--- config.mk ---
export PLATFORM = sky130hd
export DESIGN_NAME = sfpc_core
export DESIGN_NICKNAME = d
export VERILOG_FILES = /design/src/hdl/sfpc_pkg.sv /design/src/hdl/sfpc_mem.sv /design/src/hdl/sfpc_fifo.sv /design/src/hdl/sfpc_core.sv
export VERILOG_INCLUDE_DIRS = /design/src /design/src/hdl
export SDC_FILE = /design/constraint.sdc
export NUM_CORES = 1
export LEC_CHECK = 0
export ABC_AREA = 1
export BUFFER_PORTS_ARGS = -buffer_cell sky130_fd_sc_hd__buf_2
export CAP_MARGIN = 20
export CORE_MARGIN = 8
export CORE_UTILIZATION = 54
export CTS_CLUSTER_SIZE = 40
export DETAILED_ROUTE_END_ITERATION = 12
export PLACE_DENSITY = 0.8
export SLEW_MARGIN = 40
export SYNTH_ARGS = -nofsm -noshare
export SYNTH_HDL_FRONTEND = slang
export SYNTH_SLANG_ARGS = --single-unit
--- constraint.sdc ---
create_clock -name i_ref_clk -period 2.2 [get_ports i_ref_clk]
set_clock_uncertainty 0.2 [all_clocks]
set_input_delay 0.33 -clock i_ref_clk [delete_from_list [all_inputs] [get_ports i_ref_clk]]
set_output_delay 0.33 -clock i_ref_clk [all_outputs]
set_load 0.03 [all_outputs]
--- src/hdl/sfpc_defines.svh ---
`ifndef SFPC_DEFINES_SVH
`define SFPC_DEFINES_SVH

// ----------------------------------------------------------------------
// Reset values and transmit idle fill byte
// ----------------------------------------------------------------------
`define SFPC_STATUS_RST   6'h00
`define SFPC_SYNC_RST     7'h01
`define SFPC_IDLE_FILL    8'hFF

// ----------------------------------------------------------------------
// Field positions and widths
// ----------------------------------------------------------------------
`define SFPC_BYTE_BITS    4'h8
`define SFPC_PIN_BITS     7
`define SFPC_IO_SI        0
`define SFPC_IO_SO        1
`define SFPC_IO_WP        2
`define SFPC_IO_SHARED    3

// ----------------------------------------------------------------------
// Output enable masks and steps per line width
// ----------------------------------------------------------------------
`define SFPC_OE_SINGLE    4'h2
`define SFPC_OE_DUAL      4'h3
`define SFPC_OE_QUAD      4'hF
`define SFPC_STEP_SINGLE  4'h1
`define SFPC_STEP_DUAL    4'h2
`define SFPC_STEP_QUAD    4'h4

// ----------------------------------------------------------------------
// Buffering
// ----------------------------------------------------------------------
`define SFPC_FIFO_DEPTH   16

`endif

--- src/hdl/sfpc_pkg.sv ---
package sfpc_pkg;

    // ------------------------------------------------------------------
    // Line width of the current transfer
    // ------------------------------------------------------------------
    typedef enum logic [1:0] {
        SFPC_W_SINGLE = 2'h0,
        SFPC_W_DUAL   = 2'h1,
        SFPC_W_QUAD   = 2'h2
    } sfpc_width_e;

    // ------------------------------------------------------------------
    // Link state, Gray along idle, selected, paused
    // ------------------------------------------------------------------
    typedef enum logic [1:0] {
        SFPC_ST_IDLE  = 2'h0,
        SFPC_ST_SEL   = 2'h1,
        SFPC_ST_HOLD  = 2'h3,
        SFPC_ST_RST   = 2'h2
    } sfpc_state_e;

    // ------------------------------------------------------------------
    // Protectable status bits
    // ------------------------------------------------------------------
    typedef struct packed {
        logic       status_lock_bit;
        logic       quad_io_enable;
        logic [3:0] block_protect_bits;
    } sfpc_status_s;

    // ------------------------------------------------------------------
    // Sampled pin group
    // ------------------------------------------------------------------
    typedef struct packed {
        logic       cs_n;
        logic       sck;
        logic [3:0] io;
        logic       rst_n;
    } sfpc_pins_s;

endpackage : sfpc_pkg

--- src/hdl/sfpc_mem.sv ---
`timescale 1ns/100ps

module sfpc_mem #(
    parameter int W     = 8,
    parameter int DEPTH = 16
) (
    input  wire logic                     i_ref_clk,
    input  wire logic                     i_rst,
    input  wire logic                     i_wr_en,
    input  wire logic [$clog2(DEPTH)-1:0] i_wr_addr,
    input  wire logic [W-1:0]             i_wr_data,
    input  wire logic                     i_rd_en,
    input  wire logic [$clog2(DEPTH)-1:0] i_rd_addr,
    output logic      [W-1:0]             o_rd_data
);

    logic [W-1:0] mem_r [DEPTH];

    // Array write
    always_ff @(posedge i_ref_clk) begin
        if (i_wr_en) begin
            mem_r[i_wr_addr] <= i_wr_data;
        end
    end

    // Registered read port
    always_ff @(posedge i_ref_clk) begin
        if (i_rst) begin
            o_rd_data <= '0;
        end else if (i_rd_en) begin
            o_rd_data <= mem_r[i_rd_addr];
        end
    end

endmodule : sfpc_mem

--- src/hdl/sfpc_fifo.sv ---
`timescale 1ns/100ps

module sfpc_fifo #(
    parameter int W     = 8,
    parameter int DEPTH = 16
) (
    input  wire logic         i_ref_clk,
    input  wire logic         i_rst,
    input  wire logic         i_in_valid,
    output logic              o_in_ready,
    input  wire logic [W-1:0] i_in_data,
    output logic              o_out_valid,
    input  wire logic         i_out_ready,
    output logic      [W-1:0] o_out_data
);

    localparam int AW = $clog2(DEPTH);

    // Elaboration check
    if (DEPTH < 2 || (1 << AW) != DEPTH || W < 1) begin : g_bad
        $error("sfpc_fifo: DEPTH must be a power of two >= 2");
    end

    logic [AW-1:0] wr_ptr_r;
    logic [AW-1:0] rd_ptr_r;
    logic [AW:0]   cnt_r;
    logic          out_valid_r;
    logic          push;
    logic          fetch;

    // Handshakes
    assign o_in_ready  = (cnt_r != (AW+1)'(DEPTH));
    assign push        = i_in_valid && o_in_ready;
    assign fetch       = (cnt_r != '0) && (!out_valid_r || i_out_ready);
    assign o_out_valid = out_valid_r;

    // Pointers and fill level
    always_ff @(posedge i_ref_clk) begin
        if (i_rst) begin
            wr_ptr_r <= '0;
            rd_ptr_r <= '0;
            cnt_r    <= '0;
        end else begin
            if (push) wr_ptr_r <= wr_ptr_r + 1'b1;
            if (fetch) rd_ptr_r <= rd_ptr_r + 1'b1;
            if (push && !fetch) cnt_r <= cnt_r + 1'b1;
            else if (fetch && !push) cnt_r <= cnt_r - 1'b1;
        end
    end

    // Output slot
    always_ff @(posedge i_ref_clk) begin
        if (i_rst) begin
            out_valid_r <= 1'b0;
        end else if (fetch) begin
            out_valid_r <= 1'b1;
        end else if (i_out_ready) begin
            out_valid_r <= 1'b0;
        end
    end

    sfpc_mem #(
        .W     (W),
        .DEPTH (DEPTH)
    ) u_mem (
        .i_ref_clk (i_ref_clk),
        .i_rst     (i_rst),
        .i_wr_en   (push),
        .i_wr_addr (wr_ptr_r),
        .i_wr_data (i_in_data),
        .i_rd_en   (fetch),
        .i_rd_addr (rd_ptr_r),
        .o_rd_data (o_out_data)
    );

endmodule : sfpc_fifo

--- src/hdl/sfpc_core.sv ---
`timescale 1ns/100ps
`include "sfpc_defines.svh"

// Functional notes
// - Deselected: outputs off, standby indicated
// - Pin data ignored while deselected
// - No instruction before first select falling edge
// - Single mode samples input on rising clock
// - Single mode drives output on falling clock
// - Dual/quad reuse data pins bidirectionally
// - Lock plus low protect rejects status writes unless quad enabled
// - Lock clear permits status writes always
// - Quad enable turns protect pin into data
// - Quad enable turns shared pin into data
// - No dedicated reset: select bit chooses function
// - Dedicated reset enabled: shared pin pauses only
// - Dedicated reset disabled: select bit chooses
// - Pause holds sequence, outputs off, resumes
// - Reset low holds reset, outputs off
// - Function bit one disables dedicated reset
// - Both clock idle polarities accepted
module sfpc_core #(
    parameter int HAS_DEDIC_RST = 1,
    parameter int RST_PIN_WIRED = 1,
    parameter int FIFO_DEPTH    = `SFPC_FIFO_DEPTH
) (
    input  wire logic                 i_ref_clk,
    input  wire logic                 i_rst,
    input  wire logic                 i_cs_n,
    input  wire logic                 i_sck,
    input  wire logic [3:0]           i_io_in,
    input  wire logic                 i_rst_pin_n,
    output logic      [3:0]           o_io_out,
    output logic      [3:0]           o_io_oe,
    input  wire sfpc_pkg::sfpc_width_e i_xfer_width,
    input  wire logic                 i_drive_out,
    input  wire logic                 i_hold_reset_select,
    input  wire logic                 i_func_rst_disable,
    input  wire logic                 i_sr_wr_valid,
    input  wire sfpc_pkg::sfpc_status_s i_sr_wr_data,
    output logic                      o_sr_wr_reject,
    output sfpc_pkg::sfpc_status_s    o_status,
    input  wire logic [7:0]           i_tx_data,
    input  wire logic                 i_tx_valid,
    output logic                      o_tx_ready,
    output logic      [7:0]           o_rx_data,
    output logic                      o_rx_valid,
    input  wire logic                 i_rx_ready,
    output logic                      o_rx_overflow,
    output logic                      o_selected,
    output logic                      o_paused,
    output logic                      o_in_reset,
    output logic                      o_standby
);

    // ------------------------------------------------------------------
    // Elaboration check
    // ------------------------------------------------------------------
    if (FIFO_DEPTH < 2) begin : g_bad
        $error("sfpc_core: FIFO_DEPTH must be at least 2");
    end

    // ------------------------------------------------------------------
    // Pin synchronisers
    // ------------------------------------------------------------------
    logic [`SFPC_PIN_BITS-1:0] pin_raw;
    logic [`SFPC_PIN_BITS-1:0] pin_sync;
    sfpc_pkg::sfpc_pins_s      pins;

    // Unwired dedicated reset reads high
    assign pin_raw = {i_cs_n, i_sck, i_io_in,
                      (RST_PIN_WIRED != 0) ? i_rst_pin_n : 1'b1};

    genvar gi;
    for (gi = 0; gi < `SFPC_PIN_BITS; gi++) begin : g_sync
        logic s1_r;
        logic s2_r;
        // Two stages per pin
        always_ff @(posedge i_ref_clk) begin
            if (i_rst) begin
                s1_r <= 1'(`SFPC_SYNC_RST >> gi);
                s2_r <= 1'(`SFPC_SYNC_RST >> gi);
            end else begin
                s1_r <= pin_raw[gi];
                s2_r <= s1_r;
            end
        end
        assign pin_sync[gi] = s2_r;
    end
    assign pins = sfpc_pkg::sfpc_pins_s'(pin_sync);

    // ------------------------------------------------------------------
    // Edge detection
    // ------------------------------------------------------------------
    logic cs_prev_r;
    logic sck_prev_r;
    logic cs_fall;
    logic sck_rise;
    logic sck_fall;

    // Previous samples; select resets low so power-up needs a high first
    always_ff @(posedge i_ref_clk) begin
        if (i_rst) begin
            cs_prev_r  <= 1'b0;
            sck_prev_r <= 1'b0;
        end else begin
            cs_prev_r  <= pins.cs_n;
            sck_prev_r <= pins.sck;
        end
    end
    assign cs_fall  = cs_prev_r && !pins.cs_n;
    assign sck_rise = !sck_prev_r && pins.sck;
    assign sck_fall = sck_prev_r && !pins.sck;

    // ------------------------------------------------------------------
    // Shared pin function and reset sources
    // ------------------------------------------------------------------
    sfpc_pkg::sfpc_status_s status_r;
    logic dedic_en;
    logic shared_is_rst;
    logic shared_is_hold;
    logic hw_rst;
    logic hold_req;
    logic wp_active;

    assign dedic_en = (HAS_DEDIC_RST != 0) && !i_func_rst_disable;
    // Shared pin role from quad enable, select bit and dedicated reset
    assign shared_is_rst  = !status_r.quad_io_enable && !dedic_en
                            && i_hold_reset_select;
    assign shared_is_hold = !status_r.quad_io_enable
                            && !shared_is_rst;
    assign hw_rst   = (dedic_en && !pins.rst_n)
                      || (shared_is_rst && !pins.io[`SFPC_IO_SHARED]);
    assign hold_req = shared_is_hold && !pins.io[`SFPC_IO_SHARED];
    assign wp_active = !status_r.quad_io_enable;

    // ------------------------------------------------------------------
    // Link state machine
    // ------------------------------------------------------------------
    sfpc_pkg::sfpc_state_e state_r;
    sfpc_pkg::sfpc_state_e state_nxt;

    // Next state, reset first, then deselect, then pause
    always_comb begin
        state_nxt = state_r;
        case (state_r)
            sfpc_pkg::SFPC_ST_IDLE: begin
                if (hw_rst) state_nxt = sfpc_pkg::SFPC_ST_RST;
                else if (cs_fall) state_nxt = sfpc_pkg::SFPC_ST_SEL;
            end
            sfpc_pkg::SFPC_ST_SEL: begin
                if (hw_rst) state_nxt = sfpc_pkg::SFPC_ST_RST;
                else if (pins.cs_n) state_nxt = sfpc_pkg::SFPC_ST_IDLE;
                else if (hold_req) state_nxt = sfpc_pkg::SFPC_ST_HOLD;
            end
            sfpc_pkg::SFPC_ST_HOLD: begin
                if (hw_rst) state_nxt = sfpc_pkg::SFPC_ST_RST;
                else if (pins.cs_n) state_nxt = sfpc_pkg::SFPC_ST_IDLE;
                else if (!hold_req) state_nxt = sfpc_pkg::SFPC_ST_SEL;
            end
            default: begin
                if (!hw_rst) state_nxt = sfpc_pkg::SFPC_ST_IDLE;
            end
        endcase
    end

    // State register
    always_ff @(posedge i_ref_clk) begin
        if (i_rst) state_r <= sfpc_pkg::SFPC_ST_IDLE;
        else state_r <= state_nxt;
    end

    assign o_selected = (state_r == sfpc_pkg::SFPC_ST_SEL);
    assign o_paused   = (state_r == sfpc_pkg::SFPC_ST_HOLD);
    assign o_in_reset = (state_r == sfpc_pkg::SFPC_ST_RST);
    assign o_standby  = (state_r == sfpc_pkg::SFPC_ST_IDLE);

    // ------------------------------------------------------------------
    // Width decode
    // ------------------------------------------------------------------
    logic [3:0] step;
    logic [3:0] oe_mask;

    // Quad needs quad enable, otherwise falls back to single line
    always_comb begin
        step    = `SFPC_STEP_SINGLE;
        oe_mask = `SFPC_OE_SINGLE;
        if (i_xfer_width == sfpc_pkg::SFPC_W_DUAL) begin
            step    = `SFPC_STEP_DUAL;
            oe_mask = `SFPC_OE_DUAL;
        end else if (i_xfer_width == sfpc_pkg::SFPC_W_QUAD
                     && status_r.quad_io_enable) begin
            step    = `SFPC_STEP_QUAD;
            oe_mask = `SFPC_OE_QUAD;
        end
    end

    // ------------------------------------------------------------------
    // Receive shifter
    // ------------------------------------------------------------------
    logic [7:0] rx_sh_r;
    logic [7:0] rx_sh_nxt;
    logic [3:0] rx_cnt_r;
    logic [3:0] rx_sum;
    logic       rx_take;
    logic       push_r;
    logic [7:0] push_data_r;
    logic       fifo_ready;

    assign rx_take = o_selected && sck_rise && !i_drive_out;
    assign rx_sum  = rx_cnt_r + step;

    // Shift in one, two or four lines, io0 lowest
    always_comb begin
        case (step)
            `SFPC_STEP_DUAL: rx_sh_nxt = {rx_sh_r[5:0], pins.io[1:0]};
            `SFPC_STEP_QUAD: rx_sh_nxt = {rx_sh_r[3:0], pins.io};
            default:         rx_sh_nxt = {rx_sh_r[6:0], pins.io[0]};
        endcase
    end

    // Bit counting; kept through pause, cleared on deselect or reset
    always_ff @(posedge i_ref_clk) begin
        if (i_rst || o_standby || o_in_reset) begin
            rx_sh_r  <= '0;
            rx_cnt_r <= '0;
        end else if (rx_take) begin
            rx_sh_r  <= rx_sh_nxt;
            rx_cnt_r <= (rx_sum >= `SFPC_BYTE_BITS) ? 4'h0 : rx_sum;
        end
    end

    // Completed byte toward the buffer
    always_ff @(posedge i_ref_clk) begin
        if (i_rst) begin
            push_r        <= 1'b0;
            push_data_r   <= '0;
            o_rx_overflow <= 1'b0;
        end else begin
            push_r        <= rx_take && (rx_sum >= `SFPC_BYTE_BITS);
            o_rx_overflow <= push_r && !fifo_ready;
            if (rx_take) push_data_r <= rx_sh_nxt;
        end
    end

    sfpc_fifo #(
        .W     (8),
        .DEPTH (FIFO_DEPTH)
    ) u_fifo (
        .i_ref_clk   (i_ref_clk),
        .i_rst       (i_rst),
        .i_in_valid  (push_r),
        .o_in_ready  (fifo_ready),
        .i_in_data   (push_data_r),
        .o_out_valid (o_rx_valid),
        .i_out_ready (i_rx_ready),
        .o_out_data  (o_rx_data)
    );

    // ------------------------------------------------------------------
    // Transmit shifter and pin drive
    // ------------------------------------------------------------------
    logic [7:0] tx_sh_r;
    logic [3:0] tx_cnt_r;
    logic [3:0] tx_sum;
    logic [7:0] tx_byte;
    logic       tx_step;

    assign tx_step    = o_selected && sck_fall && i_drive_out;
    assign o_tx_ready = tx_step && (tx_cnt_r == 4'h0);
    assign tx_byte    = (tx_cnt_r != 4'h0) ? tx_sh_r
                        : (i_tx_valid ? i_tx_data : `SFPC_IDLE_FILL);
    assign tx_sum     = tx_cnt_r + step;

    // Byte progress on falling edges
    always_ff @(posedge i_ref_clk) begin
        if (i_rst || o_standby || o_in_reset) begin
            tx_sh_r  <= '0;
            tx_cnt_r <= '0;
        end else if (tx_step) begin
            tx_sh_r  <= tx_byte << step;
            tx_cnt_r <= (tx_sum >= `SFPC_BYTE_BITS) ? 4'h0 : tx_sum;
        end
    end

    // Output lines, most significant bit first
    always_ff @(posedge i_ref_clk) begin
        if (i_rst) begin
            o_io_out <= '0;
        end else if (tx_step) begin
            case (step)
                `SFPC_STEP_DUAL: o_io_out <= {2'b00, tx_byte[7:6]};
                `SFPC_STEP_QUAD: o_io_out <= tx_byte[7:4];
                default:         o_io_out <= {2'b00, tx_byte[7], 1'b0};
            endcase
        end
    end

    // Enables only while selected, unpaused and driving
    always_ff @(posedge i_ref_clk) begin
        if (i_rst) begin
            o_io_oe <= '0;
        end else if (state_nxt == sfpc_pkg::SFPC_ST_SEL && i_drive_out) begin
            o_io_oe <= oe_mask;
        end else begin
            o_io_oe <= '0;
        end
    end

    // ------------------------------------------------------------------
    // Status bits with protect pin
    // ------------------------------------------------------------------
    logic sr_locked;

    assign sr_locked = status_r.status_lock_bit && wp_active
                       && !pins.io[`SFPC_IO_WP];

    // Write or reject
    always_ff @(posedge i_ref_clk) begin
        if (i_rst) begin
            status_r       <= `SFPC_STATUS_RST;
            o_sr_wr_reject <= 1'b0;
        end else begin
            o_sr_wr_reject <= i_sr_wr_valid && sr_locked;
            if (i_sr_wr_valid && !sr_locked) begin
                status_r <= i_sr_wr_data;
            end
        end
    end
    assign o_status = status_r;
endmodule : sfpc_core

==> impl_results.md <==
* # DRC at 0
* Rows at 48
* Fin Setup TNS at 0 ns
* Worst setup path class: register to register
* Die width at 147 µm
* Maximum fanout along the worst path at 3
* Worst Tran Pin Value at 0.741 ns
* PwrDens at 993 nW/µm²
* Top cell types by occurrence after synthesis: nand2_1 (332), edfxtp_1 (128), nor2_1 (101)
* Buffers and inverters on the worst path at 3
* FILL cells at 1295
* DRT Wirelength at 21100 µm
* Routed len/inst at 15.7 µm
* Starting Density at 54.5%
* Net Count, Synth at 1069
* Slew headroom at 50.5%
* Synth Register Bits at 215
* Hold slack at 0.0214 ns
* EDFF count, synth at 128
* Clock Path Buffers at 3
* Max-cap violations at 0
* Arr. time, crit path at 2.40 ns
* Vias post-DR at 7091
* Area contributors post-synth: edfxtp_1 (41%), dfxtp_1 (19%), nand2_1 (13%), nand3_1 (5.1%), nor2_1 (4.1%)
* CTS Root Cell: clkbuf_16
* Vias per inst at 5.25
* Adder-cell area share of the yosys netlist at 2.66%
* Setup slack after layout at 0.0319 ns
* Top-area cell type share of the netlist area at 41.3%
* Die H at 147 µm
* Unique cell type count in the Yosys netlist at 39
* Area grow syn2layout at 16.3%
* Worst setup SP type: register
* Hold path cells at 4
* Total chip power at 10.7 mW
* Req. time, crit path at 2.43 ns
* Final Max Tran Viols at 0
* Outcome: finished clean
* Final instance area at 10800 µm²
* Clk pin slew, worst setup/hold paths at 0.06 ns
* Max Freq at 461 MHz
* Avg Inst Size Synth at 9.12 µm²
* Synth Area in Compound Gates at 5.04%
* Final Non-Filler Cells at 1350
* Final Util at 63.5%
* Worst path top cell family by delay: simple AND/OR/NAND/NOR gates
* Cells after synthesis at 1020
* RSZ-0062 raised after global routing: yes
* Synth Area in Simple Gates at 25.3%
* Peak VDD IR at 0.694 mV
* DRT iter0 DRCs at 651
* Critical Path Stages at 12
* Critical-path top delay cell: dfxtp_2
* Core ar. at 17100 µm²
* Pre-CTS setup slack at -0.121 ns
* Main combinational cell family by area after synthesis: simple AND/OR/NAND/NOR gates
* # clock sinks at 215
* Prevailing post-synth register cell: edfxtp_1
* Post-synthesis sequential area ratio at 60.0%
* Placed insts at 1292
* CP Cell Sequence: nor2_2 > nand4_1 > nand2_2 > inv_2 > ha_4 > inv_4 > buf_4 > ha_1 > a21oi_2 > xor2_1 > nand2_1 > a21oi_1
* Clk_lat worst skew at 0.50 ns
* First-pass GRT wire length at 34000 µm
* Post-Syn Area at 9300 µm²
* Nets at 1158
* Die ar. at 21700 µm²
* Largest net degree at the start of global routing at 52
* Register-to-Register Path Depth at 12
* Flop-to-flop setup slack at 0.03 ns
* GRT overflow at 0
* Yosys warning total at 0
* Final Hold Fails at 0
* Number of setup violations in the final report at 0
* Critical Path End Type: register
* TritonCTS clock tree: yes
* DP Area at 9880 µm²
* Routability cong. at 0.881
* Vias in the first global route at 6856
* Top-Level Pins at 61
* H-tree Lvls at 1
* Post-route minimum period at 2.17 ns
* 1st-pass router iterations at 5
* Fin crit share at 98.6%
* TritonCTS Buffers at 22
* Post-synthesis xor/xnor area fraction at 0.659%
* Post-route ant nets at 0
* Initial antenna violation count at 0
* Async set-reset flop share out of synthesis at 0%
* Crit path largest cell delay at 0.33 ns
* ANT cells at 0
* GRT Resource Usage Total at 19.0%
* Worst hold path class: input pin to register
* Share of layout cells above drive strength 1 at 15.1%
* IO buf count at 60
* HPWL Detailed at 12800 µm
* P_leak at 4.64 nW
* Multiplexer share of the synthesized area at 0%
* Cell taking the most area after synthesis: edfxtp_1
* Top-count cell post-synth: nand2_1
## layout by cell type, fill, tap and decap left out, drive strengths merged
| cell | count |
|---|---|
| nand4 | 6 |
| inv | 89 |
| bufinv | 2 |
| a221oi | 1 |
| fa | 3 |
| nand3 | 97 |
| a22oi | 1 |
| xnor2 | 2 |
| nand3b | 2 |
| nor3 | 3 |
| and2 | 1 |
| clkinv | 12 |
| a211oi | 1 |
| dfxtp | 87 |
| buf | 91 |
| clkinvlp | 1 |
| o21a | 1 |
| dlygate4sd3 | 16 |
| nand2 | 337 |
| xor2 | 5 |
| edfxtp | 128 |
| nor2 | 110 |
| o21ai | 39 |
| or2 | 3 |
| o211ai | 3 |
| clkbuf | 28 |
| a21oi | 41 |
| ha | 15 |
## metal layers
metal / GRT usage, % / routed length (µm)
met1: 23.6 / 8790
met2: 32.5 / 10300
met3: 3.57 / 1380
met4: 7.04 / 672
met5: 0 / 0
## final cells by class
type	instances	area [µm²]	share of cell area, %
clock buffer	28	604	5.58
tap	225	282	2.60
multi-input combinational	671	3180	29.4
sequential	215	5600	51.7
clock inverter	12	108	0.994
timing repair buffer	107	706	6.52
inverter	92	349	3.23
## power breakdown
| part | total [mW] | switching (mW) | leakage [nW] | internal [mW] |
|---|---|---|---|---|
| combinational | 2.60 | 1.74 | 2.41 | 0.861 |
| sequential | 4.49 | 0.0965 | 1.88 | 4.39 |
| clock | 3.66 | 1.48 | 0.350 | 2.17 |
| total | 10.7 | 3.32 | 4.64 | 7.42 |
## worst min-delay path, cell delays in order
cell and delay, ns:
buf_2 0.10, inv_2 0.04, nand2_1 0.14, nor3_2 0.07
## kinds of logic (layout without fill, tap and decap cells)
family          Yosys count  in the layout
xor+xnor                  7              7
buf+inv                 134            239
flops                   215            215
fa+ha+maj                18             18
simple gates            559            559
compound gates           87             87
## worst paths after layout
kind / to / from
setup / recovery: u_fifo.cnt_r[4] / u_fifo.cnt_r[0]
setup reg to reg: u_fifo.cnt_r[4] / u_fifo.cnt_r[0]
hold / removal: state_r[0] / i_rst
hold reg to reg: g_sync[2].s2_r / g_sync[2].s1_r
## flip-flops by register name (all words and copies together), names as in the netlist, 5 cells and up
signal,count
o_status,6
tx_sh_r,8
u_fifo.u_mem.mem_r,128
rx_sh_r,7
u_fifo.u_mem.o_rd_data,8
g_sync.s1_r,7
u_fifo.cnt_r,5
push_data_r,8
g_sync.s2_r,7
## timing repair
| item | 4_1_cts | 5_1_grt |
|---|---|---|
| resized for setup | 5 | 11 |
| buffers inserted | 1 | 1 |
| endpoints found under the setup margin | 2 | 4 |
| endpoints found under the hold margin | 15 | 0 |
| hold buffers | 16 | 0 |
| pin swaps | 1 | 5 |
No activity file was read; power rests on OpenSTA's default activity.
